**src/hufc_pkg.sv**
```systemverilog
// Shared constants, types and event layout for the host serial port with flow control.
// Notes on behaviour
// - One full-duplex asynchronous serial channel.
// - Receive deserialised, transmit serialised, parallel words.
// - Ten distinct event causes raised.
// - Data lines cross between both ends.
// - Request and clear to send active low.
// - Host stops sending while request deasserted.
// - Do not loop request back onto clear.
// - Baud 1200 to 230400, default 115200.
// - Flow control is handshake or none.
// - Parity none, odd or even, checked.
// - Stop bits one, one and half, two.
// - Character width five to eight bits.
// - Mode pin high command, low transparent.
package hufc_pkg;
   localparam int CLK_HZ       = 50_000_000;
   localparam int BAUD_MIN     = 1200;
   localparam int BAUD_DEFAULT = 115200;
   localparam int BAUD_MAX     = 230400;
   localparam int DIV_W        = 16;
   localparam int DATA_W       = 8;
   localparam int CHAR_MIN     = 5;
   localparam int RX_DEPTH     = 2;
   localparam int EV_COUNT     = 10;

   // Bit periods in core clocks; rounding down keeps the error under one percent at the top rate.
   localparam logic [DIV_W-1:0] DIV_DEFAULT = DIV_W'(CLK_HZ / BAUD_DEFAULT);
   localparam logic [DIV_W-1:0] DIV_MIN     = DIV_W'(CLK_HZ / BAUD_MAX);
   localparam logic [DIV_W-1:0] DIV_MAX     = DIV_W'(CLK_HZ / BAUD_MIN);

   // Positions of the event causes in the event vector.
   localparam int EV_RX_DONE   = 0;
   localparam int EV_TX_DONE   = 1;
   localparam int EV_PAR_ERR   = 2;
   localparam int EV_FRM_ERR   = 3;
   localparam int EV_OVERRUN   = 4;
   localparam int EV_BREAK     = 5;
   localparam int EV_CTS_CHG   = 6;
   localparam int EV_RTS_CHG   = 7;
   localparam int EV_BUF_FULL  = 8;
   localparam int EV_TX_EMPTY  = 9;

   typedef enum logic [1:0] {PAR_NONE, PAR_ODD, PAR_EVEN} hufc_parity_e;
   typedef enum logic [1:0] {STOP_1, STOP_1P5, STOP_2} hufc_stop_e;
   typedef logic [1:0] hufc_width_t;
endpackage : hufc_pkg

```
**src/hufc_link_if.sv**
```systemverilog
// Serial link wires joining the device end and the host end.
`timescale 1ns/1ns
interface hufc_link_if;
   logic dev_txd;
   logic host_txd;
   logic dev_rts_n;
   logic host_rts_n;
   logic mode_select_pin;

   modport dev  (output dev_txd, output dev_rts_n, input host_txd, input host_rts_n, input mode_select_pin);
   modport host (output host_txd, output host_rts_n, output mode_select_pin, input dev_txd, input dev_rts_n);
endinterface : hufc_link_if

```
**src/hufc_dev.sv**
```systemverilog
// Character engine shared by both ends, and the device end of the serial link.
`timescale 1ns/1ns
module hufc_serdes
   import hufc_pkg::*;
(
   input  wire logic              i_clk,
   input  wire logic              i_rst,
   input  wire logic              i_ce,
   input  wire logic [DIV_W-1:0]  i_div,
   input  wire hufc_parity_e      i_parity,
   input  wire hufc_stop_e        i_stop,
   input  wire hufc_width_t       i_width,
   input  wire logic              i_cts_ok,
   input  wire logic              i_tx_valid,
   input  wire logic [DATA_W-1:0] i_tx_data,
   output logic                   o_tx_ready,
   output logic                   o_tx_done,
   output logic                   o_txd,
   input  wire logic              i_rxd,
   output logic                   o_rx_valid,
   output logic [DATA_W-1:0]      o_rx_data,
   output logic                   o_rx_perr,
   output logic                   o_rx_ferr,
   output logic                   o_rx_break
);
   typedef enum logic [2:0] {S_IDLE, S_START, S_DATA, S_PAR, S_STOP} hufc_state_e;

   // Length of the stop interval in core clocks.
   function automatic logic [DIV_W:0] stop_len(input logic [DIV_W-1:0] d, input hufc_stop_e s);
      logic [DIV_W:0] w;
      w = {1'b0, d};
      unique case (s)
         STOP_1P5: stop_len = w + (w >> 1);
         STOP_2:   stop_len = w << 1;
         default:  stop_len = w;
      endcase
   endfunction : stop_len

   hufc_state_e       tx_st;
   hufc_state_e       rx_st;
   logic [DIV_W:0]    tx_cnt;
   logic [DIV_W:0]    rx_cnt;
   logic [DATA_W-1:0] tx_sh;
   logic [DATA_W-1:0] rx_sh;
   logic [2:0]        tx_bit;
   logic [2:0]        rx_bit;
   logic              tx_par;
   logic              rx_par;
   logic [2:0]        last_bit;
   logic [DIV_W:0]    bit_len;

   assign last_bit = 3'(CHAR_MIN - 1) + {1'b0, i_width};
   assign bit_len  = {1'b0, i_div} - 1'b1;

   // A new character starts only in idle and only while the far end grants it.
   // gate on clear
   assign o_tx_ready = i_ce && (tx_st == S_IDLE) && i_cts_ok;

   // Transmit serialiser; a character once started always runs to its stop bits.
   // serialise words
   always_ff @(posedge i_clk or posedge i_rst) begin
      if (i_rst) begin
         tx_st     <= S_IDLE;
         tx_cnt    <= '0;
         tx_sh     <= '0;
         tx_bit    <= '0;
         tx_par    <= 1'b0;
         o_txd     <= 1'b1;
         o_tx_done <= 1'b0;
      end else if (i_ce) begin
         o_tx_done <= 1'b0;
         if (tx_st == S_IDLE) begin
            o_txd <= 1'b1;
            if (i_tx_valid && o_tx_ready) begin
               tx_sh  <= i_tx_data;
               tx_par <= (i_parity == PAR_ODD);
               tx_cnt <= bit_len;
               o_txd  <= 1'b0;
               tx_st  <= S_START;
            end
         end else if (tx_cnt != '0) begin
            tx_cnt <= tx_cnt - 1'b1;
         end else begin
            tx_cnt <= bit_len;
            unique case (tx_st)
               S_START: begin
                  o_txd  <= tx_sh[0];
                  tx_par <= tx_par ^ tx_sh[0];
                  tx_sh  <= tx_sh >> 1;
                  tx_bit <= '0;
                  tx_st  <= S_DATA;
               end
               S_DATA: begin
                  if (tx_bit == last_bit) begin
                     if (i_parity == PAR_NONE) begin
                        o_txd  <= 1'b1;
                        tx_cnt <= stop_len(i_div, i_stop) - 1'b1;
                        tx_st  <= S_STOP;
                     end else begin
                        o_txd <= tx_par;
                        tx_st <= S_PAR;
                     end
                  end else begin
                     o_txd  <= tx_sh[0];
                     tx_par <= tx_par ^ tx_sh[0];
                     tx_sh  <= tx_sh >> 1;
                     tx_bit <= tx_bit + 1'b1;
                  end
               end
               S_PAR: begin
                  o_txd  <= 1'b1;
                  tx_cnt <= stop_len(i_div, i_stop) - 1'b1;
                  tx_st  <= S_STOP;
               end
               S_STOP: begin
                  o_tx_done <= 1'b1;
                  tx_st     <= S_IDLE;
               end
               S_IDLE: tx_st <= S_IDLE;
            endcase
         end
      end
   end

   // Receive deserialiser; bits are sampled in the middle of each period.
   // deserialise characters
   always_ff @(posedge i_clk or posedge i_rst) begin
      if (i_rst) begin
         rx_st      <= S_IDLE;
         rx_cnt     <= '0;
         rx_sh      <= '0;
         rx_bit     <= '0;
         rx_par     <= 1'b0;
         o_rx_valid <= 1'b0;
         o_rx_data  <= '0;
         o_rx_perr  <= 1'b0;
         o_rx_ferr  <= 1'b0;
         o_rx_break <= 1'b0;
      end else if (i_ce) begin
         o_rx_valid <= 1'b0;
         if (rx_st == S_IDLE) begin
            if (!i_rxd) begin
               rx_cnt <= {2'b00, i_div[DIV_W-1:1]};
               rx_st  <= S_START;
            end
         end else if (rx_cnt != '0) begin
            rx_cnt <= rx_cnt - 1'b1;
         end else begin
            rx_cnt <= bit_len;
            unique case (rx_st)
               S_START: begin
                  // A start bit that has gone high by mid-period was a glitch.
                  rx_st     <= i_rxd ? S_IDLE : S_DATA;
                  rx_bit    <= '0;
                  rx_par    <= (i_parity == PAR_ODD);
                  o_rx_perr <= 1'b0;
               end
               S_DATA: begin
                  rx_sh  <= {i_rxd, rx_sh[DATA_W-1:1]};
                  rx_par <= rx_par ^ i_rxd;
                  rx_bit <= rx_bit + 1'b1;
                  if (rx_bit == last_bit) begin
                     rx_st <= (i_parity == PAR_NONE) ? S_STOP : S_PAR;
                  end
               end
               S_PAR: begin
                  o_rx_perr <= (i_rxd != rx_par);
                  rx_st     <= S_STOP;
               end
               S_STOP: begin
                  // Only the first stop bit is checked so back-to-back characters are kept.
                  o_rx_valid <= 1'b1;
                  o_rx_data  <= rx_sh >> (2'd3 - i_width);
                  o_rx_ferr  <= !i_rxd;
                  o_rx_break <= !i_rxd && (rx_sh == '0) && !rx_par;
                  rx_st      <= S_IDLE;
               end
               S_IDLE: rx_st <= S_IDLE;
            endcase
         end
      end
   end
endmodule : hufc_serdes

module hufc_dev
   import hufc_pkg::*;
#(
   parameter int DEPTH = RX_DEPTH
)
(
   input  wire logic              I_CORE_CLK,
   input  wire logic              I_SYS_RST,
   input  wire logic              I_CE,
   input  wire logic [DIV_W-1:0]  I_BAUD_DIV,
   input  wire hufc_parity_e      I_PARITY,
   input  wire hufc_stop_e        I_STOP,
   input  wire hufc_width_t       I_WIDTH,
   input  wire logic              I_FLOW_EN,
   input  wire logic              I_LINK_UP,
   input  wire logic              I_TX_VALID,
   input  wire logic [DATA_W-1:0] I_TX_DATA,
   output logic                   O_TX_READY,
   output logic                   O_RX_VALID,
   output logic [DATA_W-1:0]      O_RX_DATA,
   input  wire logic              I_RX_READY,
   output logic [EV_COUNT-1:0]    O_EVENTS,
   output logic                   O_CMD_MODE,
   hufc_link_if.dev               LINK
);
   localparam int PW = (DEPTH > 1) ? $clog2(DEPTH) : 1;

   function automatic logic [PW-1:0] ptr_inc(input logic [PW-1:0] p);
      ptr_inc = (p == PW'(DEPTH - 1)) ? '0 : p + 1'b1;
   endfunction : ptr_inc

   logic [DATA_W-1:0] mem [DEPTH];
   logic [PW-1:0]     wr_ptr;
   logic [PW-1:0]     rd_ptr;
   logic [PW:0]       count;
   logic              cts_ok;
   logic              rx_valid;
   logic [DATA_W-1:0] rx_data;
   logic              rx_perr;
   logic              rx_ferr;
   logic              rx_break;
   logic              tx_done;
   logic              push;
   logic              pop;
   logic              full;
   logic              prev_cts_n;
   logic              prev_rts_n;
   logic              prev_ready;

   // With flow control off the far end is always allowed to receive.
   // flow select
   assign cts_ok = !I_FLOW_EN || !LINK.host_rts_n;

   // The single channel: device transmits on its own line and listens on the host's.
   // one channel
   hufc_serdes u_serdes (
      .i_clk      (I_CORE_CLK),
      .i_rst      (I_SYS_RST),
      .i_ce       (I_CE),
      .i_div      (I_BAUD_DIV),
      .i_parity   (I_PARITY),
      .i_stop     (I_STOP),
      .i_width    (I_WIDTH),
      .i_cts_ok   (cts_ok),
      .i_tx_valid (I_TX_VALID),
      .i_tx_data  (I_TX_DATA),
      .o_tx_ready (O_TX_READY),
      .o_tx_done  (tx_done),
      .o_txd      (LINK.dev_txd),
      .i_rxd      (LINK.host_txd),
      .o_rx_valid (rx_valid),
      .o_rx_data  (rx_data),
      .o_rx_perr  (rx_perr),
      .o_rx_ferr  (rx_ferr),
      .o_rx_break (rx_break)
   );

   assign full       = (count == (PW + 1)'(DEPTH));
   assign push       = I_CE && rx_valid && !full;
   assign pop        = I_CE && O_RX_VALID && I_RX_READY;
   assign O_RX_VALID = (count != '0);
   assign O_RX_DATA  = mem[rd_ptr];

   // Request is withdrawn while one word waits, leaving a free entry for a word in flight.
   // early deassert
   assign LINK.dev_rts_n = I_FLOW_EN && (count >= (PW + 1)'(DEPTH - 1));

   // Mode pin only has meaning while the wireless link is up.
   // mode select
   assign O_CMD_MODE = I_LINK_UP && LINK.mode_select_pin;

   // Receive buffer storage.
   always_ff @(posedge I_CORE_CLK) begin
      if (push) begin
         mem[wr_ptr] <= rx_data;
      end
   end

   // Receive buffer pointers and fill level.
   always_ff @(posedge I_CORE_CLK or posedge I_SYS_RST) begin
      if (I_SYS_RST) begin
         wr_ptr <= '0;
         rd_ptr <= '0;
         count  <= '0;
      end else begin
         if (push) begin
            wr_ptr <= ptr_inc(wr_ptr);
         end
         if (pop) begin
            rd_ptr <= ptr_inc(rd_ptr);
         end
         count <= count + (PW + 1)'(push) - (PW + 1)'(pop);
      end
   end

   // Event pulses, one core cycle each.
   // ten causes
   always_ff @(posedge I_CORE_CLK or posedge I_SYS_RST) begin
      if (I_SYS_RST) begin
         O_EVENTS   <= '0;
         prev_cts_n <= 1'b0; // Idle levels, so no false change follows reset.
         prev_rts_n <= 1'b0;
         prev_ready <= 1'b1;
      end else if (I_CE) begin
         prev_cts_n              <= LINK.host_rts_n;
         prev_rts_n              <= LINK.dev_rts_n;
         prev_ready              <= O_TX_READY;
         O_EVENTS[EV_RX_DONE]    <= rx_valid;
         O_EVENTS[EV_TX_DONE]    <= tx_done;
         O_EVENTS[EV_PAR_ERR]    <= rx_valid && rx_perr;
         O_EVENTS[EV_FRM_ERR]    <= rx_valid && rx_ferr;
         O_EVENTS[EV_OVERRUN]    <= rx_valid && full;
         O_EVENTS[EV_BREAK]      <= rx_valid && rx_break;
         O_EVENTS[EV_CTS_CHG]    <= prev_cts_n != LINK.host_rts_n;
         O_EVENTS[EV_RTS_CHG]    <= prev_rts_n != LINK.dev_rts_n;
         O_EVENTS[EV_BUF_FULL]   <= push && !pop && (count == (PW + 1)'(DEPTH - 1));
         O_EVENTS[EV_TX_EMPTY]   <= O_TX_READY && !prev_ready;
      end else begin
         O_EVENTS <= '0;
      end
   end
endmodule : hufc_dev

```
**src/flat_wrapper.sv**
```systemverilog
// flat-port wrapper written by rule: the top's interface ports become plain ports
module hufc_dev_flat import hufc_pkg::*;
#(
   parameter int DEPTH = RX_DEPTH
)
  (I_CORE_CLK, I_SYS_RST, I_CE, I_BAUD_DIV, I_PARITY, I_STOP, I_WIDTH, I_FLOW_EN, I_LINK_UP, I_TX_VALID, I_TX_DATA, O_TX_READY, O_RX_VALID, O_RX_DATA, I_RX_READY, O_EVENTS, O_CMD_MODE, LINK_dev_txd, LINK_dev_rts_n, LINK_host_txd, LINK_host_rts_n, LINK_mode_select_pin);
  hufc_link_if LINK_i ();
  input  wire logic I_CORE_CLK;
  input  wire logic I_SYS_RST;
  input  wire logic I_CE;
  input  wire logic [DIV_W-1:0] I_BAUD_DIV;
  input  wire hufc_parity_e I_PARITY;
  input  wire hufc_stop_e I_STOP;
  input  wire hufc_width_t I_WIDTH;
  input  wire logic I_FLOW_EN;
  input  wire logic I_LINK_UP;
  input  wire logic I_TX_VALID;
  input  wire logic [DATA_W-1:0] I_TX_DATA;
  output logic O_TX_READY;
  output logic O_RX_VALID;
  output logic [DATA_W-1:0] O_RX_DATA;
  input  wire logic I_RX_READY;
  output logic [EV_COUNT-1:0] O_EVENTS;
  output logic O_CMD_MODE;
  output wire logic [$bits(LINK_i.dev_txd)-1:0] LINK_dev_txd;
  output wire logic [$bits(LINK_i.dev_rts_n)-1:0] LINK_dev_rts_n;
  input wire logic [$bits(LINK_i.host_txd)-1:0] LINK_host_txd;
  input wire logic [$bits(LINK_i.host_rts_n)-1:0] LINK_host_rts_n;
  input wire logic [$bits(LINK_i.mode_select_pin)-1:0] LINK_mode_select_pin;
  assign LINK_dev_txd = LINK_i.dev_txd;
  assign LINK_dev_rts_n = LINK_i.dev_rts_n;
  assign LINK_i.host_txd = LINK_host_txd;
  assign LINK_i.host_rts_n = LINK_host_rts_n;
  assign LINK_i.mode_select_pin = LINK_mode_select_pin;
  hufc_dev #(.DEPTH(DEPTH)) u_core (.I_CORE_CLK(I_CORE_CLK), .I_SYS_RST(I_SYS_RST), .I_CE(I_CE), .I_BAUD_DIV(I_BAUD_DIV), .I_PARITY(I_PARITY), .I_STOP(I_STOP), .I_WIDTH(I_WIDTH), .I_FLOW_EN(I_FLOW_EN), .I_LINK_UP(I_LINK_UP), .I_TX_VALID(I_TX_VALID), .I_TX_DATA(I_TX_DATA), .O_TX_READY(O_TX_READY), .O_RX_VALID(O_RX_VALID), .O_RX_DATA(O_RX_DATA), .I_RX_READY(I_RX_READY), .O_EVENTS(O_EVENTS), .O_CMD_MODE(O_CMD_MODE), .LINK(LINK_i));
endmodule
```
**config.mk**
```make
export PLATFORM = sky130hd
export DESIGN_NAME = hufc_dev_flat
export DESIGN_NICKNAME = d
export VERILOG_FILES = /design/src/hufc_pkg.sv /design/src/hufc_link_if.sv /design/src/hufc_dev.sv /design/src/flat_wrapper.sv
export SDC_FILE = /design/constraint.sdc
export NUM_CORES = 1
export LEC_CHECK = 0
export CAP_MARGIN = 40
export CORE_MARGIN = 4
export CORE_UTILIZATION = 58
export DETAILED_ROUTE_END_ITERATION = 12
export DONT_BUFFER_PORTS = 1
export GPL_ROUTABILITY_DRIVEN = 0
export PLACE_DENSITY = 0.72
export SLEW_MARGIN = 20
export SYNTH_ARGS = -nofsm -noshare
export SYNTH_HDL_FRONTEND = slang
export SYNTH_SLANG_ARGS = --single-unit
export TNS_END_PERCENT = 1
```
**constraint.sdc**
```tcl
create_clock -name I_CORE_CLK -period 4.7 [get_ports I_CORE_CLK]
set_input_delay 0.47 -clock I_CORE_CLK [delete_from_list [all_inputs] [get_ports I_CORE_CLK]]
set_output_delay 0.47 -clock I_CORE_CLK [all_outputs]
set_load 0.02 [all_outputs]
```
==> impl_results.md, run 1 <==
- Root buf cell: clkbuf_16
- Critical path data required time: 4.97 ns
- Most frequent cell after synthesis: nand2_1
- First-pass GRT wire length: 34.8 mm
- Tmin final: 3.64 ns
- Clock Path Buffers: 2
- Critical path class: flip-flop to flip-flop
- Synth warn: 0
- Post-synthesis sequential area ratio: 35.7%
- N_diodes: 0
- Ports: 63
- WL per Instance: 19.3 um
- Share of the synthesized area in the top cell type: 29.1%
- Worst Max-Slew Pin Slew: 0.728 ns
- Worst Skew: 0.0115 ns
- CTS Buf Count: 9
- Core ar.: 13400 um^2
- Post-DRT Antenna Nets: 0
- RR Endpoint: u_core.u_serdes.tx_par
- Seq. cell area: 2860 um^2
- Synth top cells by count: nand2_1, dfrtp_1, o21ai_0, nor2_1, a21oi_1
- Worst rel slew slack: 51.4%
- Vias per Instance: 6.52
- MaxCap Viol Count: 0
- Final-report setup violation count: 0
- Top cells by area, synth: dfrtp_1, ha_1, edfxtp_1, nand2_1, o21ai_0
- Initial Utilization: 59.7%
- #FFs+latches synth: 111
- First DRT Iteration DRCs: 558
- Status: finished, final reports clean
- Drc violations: 0
- Final instance area: 8440 um^2
- Slack of the worst reg-to-reg path: 1.06 ns
- Cell Rows: 42
- Synth-to-Final Area Change: 5.45%
- Worst-path clk slew: 0.08 ns
- Total Routing Usage GR: 26.9%
- PortBufs: 0
- Worst Reg2Reg Path Length in Cells: 10
- Htree depth: 3
- Syn_area_per_cell: 8.55 um^2
- Die Ht: 125 um
- Post-synth net total: 1019
- Fillers: 1175
- Post-CTS Setup Inserts: 0
- CP Launch Type: flip-flop
- Vias: 7109
- CP Max Fanout: 18
- Post-synth EDFFs: 16
- Clock Latency Late Sink: 0.36 ns
- Post-synth ARST share: 85.6%
- Unrepaired setup endpoints after global routing: false
- Filler-free cell count of the finished design: 1091
- Die width: 125 um
- Max-slew violation count: 0
- Hold-fix buffers, CTS: 0
- CTS tree: done
- Fin nets: 993
- Layout cell share with drive strength beyond 1: 8.85%
- Die area: 15700 um^2
- Fin crit share: 77.4%
- Vias in the first global route: 6896
- DR pass1 iterations: 5
- Mapped cell area: 8010 um^2
- Synthesized instance count: 936
- Distinct cells, synth: 80
- Worst r2r src: u_core.u_serdes.tx_cnt[0]
- Post-placement cell area: 8110 um^2
- Antenna violations before repair: 0
- Multi-input logic area: 4790 um^2
- Min-Delay Path Class: input port to asynchronous set/reset pin
- Max Fclk: 275 MHz
- Dpl cells: 1074
- Final Hold Viols: 0
- Clock Sinks: 111
- Final setup TNS: 0 ns
- Nature of the critical path endpoint: flip-flop
- PD cells: 439 nW/um^2
- Hold WS: 0.0886 ns
- Yosys top cell by area: dfrtp_1
- Final WL: 21.0 mm
- Largest net degree at the start of global routing: 57
- Leakage power: 3.61 nW
- GR Overflow Total: 0
- Dpl hpwl: 15.6 mm
- Resized Gates After CTS: 0
- Main synth FF type: dfrtp_1
- Peak VDD IR: 0.224 mV
- CP Data Arrival Time: 3.91 ns
[flip-flops by register name, summed over array words and instances (netlist names), 2 cells and up]
name                       cells
u_core.count                   2
u_core.u_serdes.tx_bit         3
u_core.u_serdes.tx_cnt        17
u_core.u_serdes.rx_st          3
u_core.u_serdes.o_rx_data      8
u_core.u_serdes.rx_cnt        17
u_core.u_serdes.tx_st          3
u_core.O_EVENTS               10
u_core.u_serdes.rx_sh          8
u_core.mem                    16
u_core.u_serdes.rx_bit         3
u_core.u_serdes.tx_sh          8
[power breakdown]
part,switching (mW),internal [mW]
clock,0.409,0.388
sequential,0.276,1.20
combinational,0.867,0.566
[cell type report]
cell class,count,share of cell area [%]
clock inverters,7,1.05
repair buffers,10,1.07
inverters,45,2.03
well taps,176,2.61
clock buffers,9,2.67
flip-flops and latches,111,33.9
multi-input cells,733,56.7
[per-stage QoR]
stage / util, % / setup slack [ns] / power (mW)
finish: 63.0 / 1.06 / 3.70
detailed placement: 60.5 / 0.874 / 2.87
global placement: 60.4 / 0.960 / 2.81
global route: 63.0 / 0.783 / 3.96
CTS: 62.9 / 1.13 / 3.68
floorplan: - / 1.04 / 2.54
[worst max-delay path by stage]
stage                                    from  slack [ns]                          to
floorplan                       I_BAUD_DIV[2]        1.04  u_core.u_serdes.tx_cnt[16]
global placement                I_BAUD_DIV[0]        0.96  u_core.u_serdes.tx_cnt[16]
detailed placement              I_BAUD_DIV[0]        0.87  u_core.u_serdes.tx_cnt[16]
CTS                 u_core.u_serdes.tx_cnt[0]        1.13      u_core.u_serdes.tx_par
global route        u_core.u_serdes.tx_cnt[0]        0.78      u_core.u_serdes.tx_par
finish              u_core.u_serdes.tx_cnt[0]        1.06      u_core.u_serdes.tx_par
[worst max-delay path: stages, from the launching register on]
cell,delay (ns)
dfrtp_1,0.41
inv_1,0.09
ha_1,0.20
or4b_2,0.67
nor4_4,0.43
nand3_1,0.43
buf_4,0.32
o21ai_0,0.14
and3_1,0.53
o21ai_0,0.18
a22oi_1,0.17
[routing by layer]
metal  up-vias  routed length (um)  track usage, %
met2       338                9710            43.8
met4         0                1010            14.1
met5         -                   0               0
li1       3331                   -               -
met1      3377                8500            33.4
met3        63                1800            6.10
[cells in the final DEF (no fill, tap or decap), types with 5 or more instances in the layout]
cell type and count:
a211oi_1 22, a21o_1 11, a21oi_1 64, a22oi_1 5
a31oi_1 15, and2_1 12, and3_1 19, buf_4 8
clkbuf_16 9, dfrtp_1 93, edfxtp_1 16, ha_1 42
inv_1 44, mux2_2 26, mux2i_1 11, nand2_1 105
nand2b_1 9, nand3_1 35, nand4_1 9, nor2_1 67
nor2b_1 9, nor3_1 26, nor3b_1 7, nor4_1 6
o211ai_1 8, o21ai_0 73, o22ai_1 7, o31ai_1 12
or3_1 11, xnor2_1 36, xor2_1 14
[cells by family after synthesis]
| logic type | synth area share [%] |
|---|---|
| simple gates | 22.2 |
| compound gates | 20.1 |
| flops | 35.7 |
| buf+inv | 4.61 |
| xor+xnor | 5.47 |
| fa+ha+maj | 6.81 |
| mux | 5.03 |
Power figures use the tool's default switching activity.
==> run 2, diff against run 1 <==
--- a/config.mk
+++ b/config.mk
@@ -11,7 +11,7 @@
 export DETAILED_ROUTE_END_ITERATION = 12
 export DONT_BUFFER_PORTS = 1
 export GPL_ROUTABILITY_DRIVEN = 0
-export PLACE_DENSITY = 0.72
+export PLACE_DENSITY = 0.74
 export SLEW_MARGIN = 20
 export SYNTH_ARGS = -nofsm -noshare
 export SYNTH_HDL_FRONTEND = slang
==> constraint.sdc (replaced) <==
create_clock -name I_CORE_CLK -period 3.07 [get_ports I_CORE_CLK]
set_input_delay 0.307 -clock I_CORE_CLK [delete_from_list [all_inputs] [get_ports I_CORE_CLK]]
set_output_delay 0.307 -clock I_CORE_CLK [all_outputs]
set_load 0.02 [all_outputs]
==> run 2 against run 1 <==
  * Routed wire length increased by 3.9%
  * Clock skew is 0.0016 ns higher
  * Register-to-register slack worse by 0.98 ns
  * Die area stayed put
  * Critical path depth fell by 1
  * Cell area rose by 7.3%
  * Critical path type unchanged
==> impl_results.md, run 2 (synthesized netlist as in run 1, its figures left out) <==
- Status: finished, final reports clean
- Fillers: 1093 (-7.0%)
- Total Routing Usage GR: 27.7% (+0.79 points)
- Htree depth: 3 (unchanged)
- Antenna violations before repair: 0 (unchanged)
- Seq. cell area: 2860 um^2 (unchanged)
- Pwr Total: 5.84 mW (+58%)
- Core ar.: 13400 um^2 (unchanged)
- Worst Skew: 0.0131 ns (+0.00162 ns)
- Clock Latency Late Sink: 0.36 ns (about the same)
- WL per Instance: 18.9 um (-1.8%)
- Fin crit share: 97.2% (+20 points)
- N_diodes: 0 (unchanged)
- CTS tree: done
- CP Data Arrival Time: 3.28 ns (-0.63 ns)
- Max Fclk: 335 MHz (+22%)
- Final WL: 21.8 mm (+3.9%)
- Clock Path Buffers: 2 (unchanged)
- Largest stage delay, worst path: 0.51 ns (-0.16 ns)
- Tmin final: 2.98 ns (-0.653 ns)
- Min-Delay Path Class: input port to flip-flop
- Vias per Instance: 6.39 (-1.9%)
- DR pass1 iterations: 7 (+2)
- Worst Max-Slew Pin Slew: 0.647 ns (-0.0803 ns)
- Synth-to-Final Area Change: 13.1%
- Post-DRT Antenna Nets: 0 (unchanged)
- WP buf/inv: 2 (unchanged)
- Leakage power: 3.92 nW (+8.7%)
- Setup WS post-layout: 0.0861 ns (-0.977 ns)
- Critical path data required time: 3.36 ns (-1.61 ns)
- Dpl hpwl: 16.7 mm (+7.0%)
- Vias: 7375 (+3.7%)
- Final Core Density: 67.6% (+4.6 points)
- CTS Buf Count: 9 (unchanged)
- Nature of the critical path endpoint: flip-flop
- Die width: 125 um (unchanged)
- Root buf cell: clkbuf_16
- PortBufs: 0 (unchanged)
- Critical path class: flip-flop to flip-flop
- CP Max Fanout: 6 (-12)
- Clock Sinks: 111 (unchanged)
- Largest net degree at the start of global routing: 69 (+21%)
- Critical path, cell by cell: inv_1, ha_2, or4b_4, nor4_4, buf_4, and3_1, nand2_1, nor2_1, a31o_2
- PD cells: 645 nW/um^2 (+47%)
- Die Ht: 125 um (unchanged)
- Dpl cells: 1136 (+5.8%)
- Final-report setup violation count: 0 (unchanged)
- Max-slew violation count: 0 (unchanged)
- Vias in the first global route: 7188 (+4.2%)
- Post-CTS Setup Inserts: 0 (unchanged)
- Ports: 63 (unchanged)
- Filler-free cell count of the finished design: 1154 (+5.8%)
- Drc violations: 0 (unchanged)
- Final Hold Viols: 0 (unchanged)
- Commonest non-fill, non-tap cells in the layout: nand2_1, dfrtp_1, o21ai_0, buf_4, nor2_1
- CP Launch Type: flip-flop
- MaxCap Viol Count: 0 (unchanged)
- Peak VDD IR: 0.386 mV (+72%)
- Crit path max-delay family: simple AND/OR/NAND/NOR gates
- First DRT Iteration DRCs: 761 (+36%)
- Multi-input logic area: 4910 um^2 (+2.5%)
- Initial Utilization: 59.7% (unchanged)
- CP max-delay cell: or4b_4
- GR Overflow Total: 0 (unchanged)
- Worst-path clk slew: 0.08 ns (about the same)
- Fin nets: 1056 (+6.3%)
- Worst rel slew slack: 56.7% (+5.4 points)
- First-pass GRT wire length: 35.9 mm (+2.9%)
- Die area: 15700 um^2 (unchanged)
- Top Registers: u_core.u_serdes.rx_cnt (17), u_core.u_serdes.tx_cnt (17), u_core.mem (16)
- Layout cell share with drive strength beyond 1: 16.6% (+7.7 points)
- Most common cell after layout, fill and taps aside: nand2_1
- Cell Rows: 42 (unchanged)
- Unrepaired setup endpoints after global routing: true
- Worst slack, placed: -0.0840 ns (-0.958 ns)
==> run 2: repair_timing <==
action                     in CTS  in global routing
pin swaps                       1                  1
hold endpoints to repair        0                 11
setup endpoints to repair       4                 33
gates resized for setup         1                  6
hold buffers                    0                  1
==> run 2: layout make-up <==
class,count,share of cell area [%]
flip-flops and latches,111,31.6
multi-input cells,733,54.2
clock buffers,9,2.49
repair buffers,73,6.58
well taps,176,2.43
clock inverters,7,0.815
inverters,45,1.92
==> run 2: metal layers <==
| metal | part of all wire (%) | vias up | track usage [%] |
|---|---|---|---|
| met1 | 40 | 3456 | 34.6 |
| met5 | 0 | - | 0 |
| met3 | 8.7 | 80 | 6.61 |
| li1 | - | 3467 | - |
| met4 | 4.4 | 0 | 13.3 |
| met2 | 47 | 372 | 45.2 |
==> run 2: path summary, 6_finish.rpt <==
| path | from | endpoint | slack (ns) | cells after the start |
|---|---|---|---|---|
| worst min register to register | u_core.u_serdes.o_rx_data[4] | u_core.mem[0][4] | 0.47 | 0 |
| worst max-delay path | u_core.u_serdes.tx_cnt[0] | u_core.u_serdes.tx_cnt[16] | 0.09 | 9 |
| worst max register to register | u_core.u_serdes.tx_cnt[0] | u_core.u_serdes.tx_cnt[16] | 0.09 | 9 |
| worst min-delay path | I_CE | u_core.prev_ready | 0.02 | 1 |
| min in group asynchronous | I_SYS_RST | u_core.u_serdes.tx_sh[1] | 0.34 | 2 |
| max in group asynchronous | I_SYS_RST | u_core.u_serdes.tx_cnt[11] | 1.93 | 4 |
==> run 2: worst register-to-register path, stage by stage (launching register included) <==
cell     delay, ns
dfrtp_1       0.41
inv_1         0.09
ha_2          0.21
or4b_4        0.51
nor4_4        0.39
buf_4         0.19
and3_1        0.26
nand2_1       0.23
nor2_1        0.42
a31o_2        0.22
==> run 2: through the flow <==
stage | setup TNS (ns) | hold slack, ns | area [um^2]
final | 0 | 0.0191 | 9050
after global routing | -0.0307 | 0.0120 | 9050
after CTS | 0 | 0.0175 | 9000
after detailed placement | -0.0840 | 0.398 | 8690
after global placement | -0.0180 | 0.377 | 8690
after floorplan | 0 | 0.437 | 8110
==> run 2: power breakdown <==
group	switching (mW)	internal, mW	total [mW]
logic	1.42	1.00	2.42
clock network	0.598	0.576	1.17
registers	0.418	1.83	2.25
==> run 3, diff against run 2 <==
--- a/config.mk
+++ b/config.mk
@@ -11,9 +11,10 @@
 export DETAILED_ROUTE_END_ITERATION = 12
 export DONT_BUFFER_PORTS = 1
 export GPL_ROUTABILITY_DRIVEN = 0
-export PLACE_DENSITY = 0.74
+export PLACE_DENSITY = 0.72
 export SLEW_MARGIN = 20
 export SYNTH_ARGS = -nofsm -noshare
 export SYNTH_HDL_FRONTEND = slang
+export SYNTH_HIERARCHICAL = 1
 export SYNTH_SLANG_ARGS = --single-unit
 export TNS_END_PERCENT = 1
==> constraint.sdc (replaced) <==
create_clock -name I_CORE_CLK -period 2.9 [get_ports I_CORE_CLK]
set_input_delay 0.29 -clock I_CORE_CLK [delete_from_list [all_inputs] [get_ports I_CORE_CLK]]
set_output_delay 0.29 -clock I_CORE_CLK [all_outputs]
set_load 0.02 [all_outputs]
==> run 3 against run 2 <==
  * Clock-buffer cell count is the same
  * Clock skew shrank 0.0049 ns
  * Sequential share of layout area shrank 0.67 points
  * First-iteration DRC count shrank 15%
  * Critical path depth is the same
  * Critical path type unchanged
  * Largest power group unchanged
  * Highest routed layer unchanged
==> impl_results.md, run 3 <==
- Status: finished, final reports clean
- Clock Path Buffers: 2 (unchanged)
- Vias per Instance: 6.30 (-1.4%)
- Most frequent cell after synthesis: nand2_1
- Post-synth net total: 1014 (-0.49%)
- Die area: 16000 um^2 (+1.5%)
- CP Launch Type: flip-flop
- Filler-free cell count of the finished design: 1157 (+0.26%)
- Root buf cell: clkbuf_16
- Initial Utilization: 58.8% (-0.91 points)
- Post-synthesis sequential area ratio: 35.2% (-0.57 points)
- Critical path class: flip-flop to flip-flop
- Peak VDD IR: 0.394 mV (+2.2%)
- Vias in the first global route: 7121 (-0.93%)
- Post-DRT Antenna Nets: 0 (unchanged)
- Antenna violations before repair: 0 (unchanged)
- Largest net degree at the start of global routing: 43 (-38%)
- Most common cell after layout, fill and taps aside: nand2_1
- Critical path data required time: 3.14 ns (-0.22 ns)
- Yosys top cell by area: dfrtp_1
- Share of the synthesized area in the top cell type: 28.6% (-0.46 points)
- Fillers: 1100 (+0.64%)
- Final Hold Viols: 0 (unchanged)
- Setup WS post-layout: 0.0979 ns (+0.0118 ns)
- Final-report setup violation count: 0 (unchanged)
- Max Fclk: 357 MHz (+6.5%)
- Distinct cells, synth: 97 (+21%)
- Ports: 63 (unchanged)
- Worst Max-Slew Pin Slew: 0.725 ns (+0.0780 ns)
- CTS Buf Count: 9 (unchanged)
- Synthesized instance count: 930 (-0.64%)
- Fin nets: 1056 (unchanged)
- GR Overflow Total: 0 (unchanged)
- Unrepaired setup endpoints after global routing: true
- Nature of the critical path endpoint: flip-flop
- Max-slew violation count: 0 (unchanged)
- Final setup TNS: 0 ns (unchanged)
- CP Data Arrival Time: 3.04 ns (-0.24 ns)
- CTS tree: done
- CP Max Fanout: 5 (-1)
- Layout cell share with drive strength beyond 1: 16.7% (+0.12 points)
- Worst slack, placed: -0.170 ns (-0.0864 ns)
- Dpl hpwl: 16.5 mm (-1.0%)
- WL per Instance: 19.1 um (+0.70%)
- Synth-to-Final Area Change: 13.7%
- Min-Delay Path Class: input port to flip-flop
- First DRT Iteration DRCs: 648 (-15%)
- Die Ht: 126 um (+0.75%)
- Dpl cells: 1133 (-0.26%)
- Synth warn: 6 (+6)
- Mapped cell area: 8130 um^2 (+1.6%)
- Clock Sinks: 111 (unchanged)
- Top cells by area, synth: dfrtp_1, ha_1, edfxtp_1, o21ai_0, nand2_1
- Syn_area_per_cell: 8.75 um^2 (+2.3%)
- Total Routing Usage GR: 27.4% (-0.27 points)
- Leakage power: 3.98 nW (+1.5%)
- First-pass GRT wire length: 35.8 mm (about the same)
- DR pass1 iterations: 6 (-1)
- Post-synth ARST share: 85.6% (unchanged)
- Htree depth: 3 (unchanged)
- MaxCap Viol Count: 0 (unchanged)
- Commonest non-fill, non-tap cells in the layout: nand2_1, dfrtp_1, o21ai_0, nor2_1, buf_4
- Worst rel slew slack: 51.2% (-5.5 points)
- Cell Rows: 43 (+2.4%)
- Worst-path clk slew: 0.08 ns (about the same)
- Core ar.: 13800 um^2 (+3.2%)
- Top Registers: u_core/u_serdes/rx_cnt (17), u_core/u_serdes/tx_cnt (17), u_core/mem (16)
- Multi-input logic area: 5080 um^2 (+3.6%)
- Clock Latency Late Sink: 0.36 ns (about the same)
- PD cells: 697 nW/um^2 (+8.0%)
- Fin crit share: 96.6% (-0.57 points)
- Worst Skew: 0.00816 ns (-0.00494 ns)
- N_diodes: 0 (unchanged)
- Die width: 126 um (+0.75%)
- Drc violations: 0 (unchanged)
- #FFs+latches synth: 111 (unchanged)
- Post-synth EDFFs: 16 (unchanged)
- Main synth FF type: dfrtp_1
- Tmin final: 2.80 ns (-0.182 ns)
- Final WL: 22.0 mm (+0.96%)
- Seq. cell area: 2860 um^2 (unchanged)
- Synth top cells by count: nand2_1, dfrtp_1, o21ai_0, nor2_1, a21oi_1
- PortBufs: 0 (unchanged)
- Vias: 7289 (-1.2%)
[run 3: cell types whose count changed after synthesis, sizes merged, moves of 7 or more]
cell / before / now
a31oi: 15 / 4
nand3: 36 / 24
nor2: 68 / 80
nand2: 105 / 96
o21ai: 75 / 88
mux2i: 11 / 18
[run 3: what timing repair did]
item                                   CTS  global route
buffers inserted                         1             3
setup endpoints to repair               17            46
pin swaps                                1             7
gates resized for setup                  5            23
hold buffers                             1             1
cloned                                   1             0
endpoints found under the hold margin   56             1
[run 3: logic make-up after synthesis]
kind of cell / count (synthesis) / share of synthesized area (%)
AND/OR/NAND/NOR: 327 / 20.6
AO/OA/AOI/OAI: 269 / 21.7
flip-flops: 111 / 35.2
buffers and inverters: 84 / 4.25
XOR/XNOR: 51 / 5.58
multiplexers: 44 / 5.81
adder cells (fa/ha/maj): 44 / 6.86
[run 3: metal layers]
metal | track usage (%) | vias up | routed length [um]
met5 | 0 | - | 0
met4 | 11.1 | 0 | 792
met3 | 6.27 | 54 | 1710
met2 | 47.0 | 313 | 11000
met1 | 33.3 | 3452 | 8590
li1 | - | 3470 | -
[run 3: worst paths after layout]
check,depth (start not counted),from,slack [ns],endpoint
hold / removal,1,I_CE,0.03,u_core/u_serdes/rx_cnt[14]
setup / recovery,9,u_core/u_serdes/rx_cnt[1],0.1,u_core/u_serdes/rx_sh[0]
hold reg to reg,0,u_core/u_serdes/o_rx_data[0],0.47,u_core/mem[0][0]
max in group asynchronous,4,I_SYS_RST,1.83,u_core/u_serdes/tx_sh[4]
setup reg to reg,9,u_core/u_serdes/rx_cnt[1],0.1,u_core/u_serdes/rx_sh[0]
min in group asynchronous,2,I_SYS_RST,0.35,u_core/u_serdes/o_tx_done
[run 3: worst max-delay path, stage by stage, from the launching register on]
cell	delay, ns
dfrtp_1	0.39
inv_2	0.08
ha_4	0.14
or3b_4	0.41
nand4bb_4	0.22
or3_4	0.40
nor4_4	0.27
nand2_2	0.18
nor2_4	0.27
mux2_4	0.33
[run 3: area by class of cell]
class,instances,share of cell area (%)
repair buffers,74,6.51
inverters,40,1.70
multi-input cells,736,54.9
clock inverters,7,1.08
well taps,180,2.43
clock buffers,9,2.43
flip-flops and latches,111,30.9
[run 3: power breakdown]
part | switching (mW) | total [mW] | internal, mW
registers | 0.490 | 2.42 | 1.93
clock network | 0.620 | 1.32 | 0.697
logic | 1.55 | 2.71 | 1.16
total | 2.66 | 6.45 | 3.79
[run 3: per-stage QoR]
stage	utilization [%]	area (um^2)	hold slack, ns	power (mW)
floorplan	-	8160	0.215	4.24
global placement	63.1	8730	0.276	4.86
detailed placement	63.1	8730	0.308	4.98
CTS	65.8	9100	0.00576	6.34
global route	66.9	9250	0.00694	6.90
finish	66.9	9250	0.0266	6.45
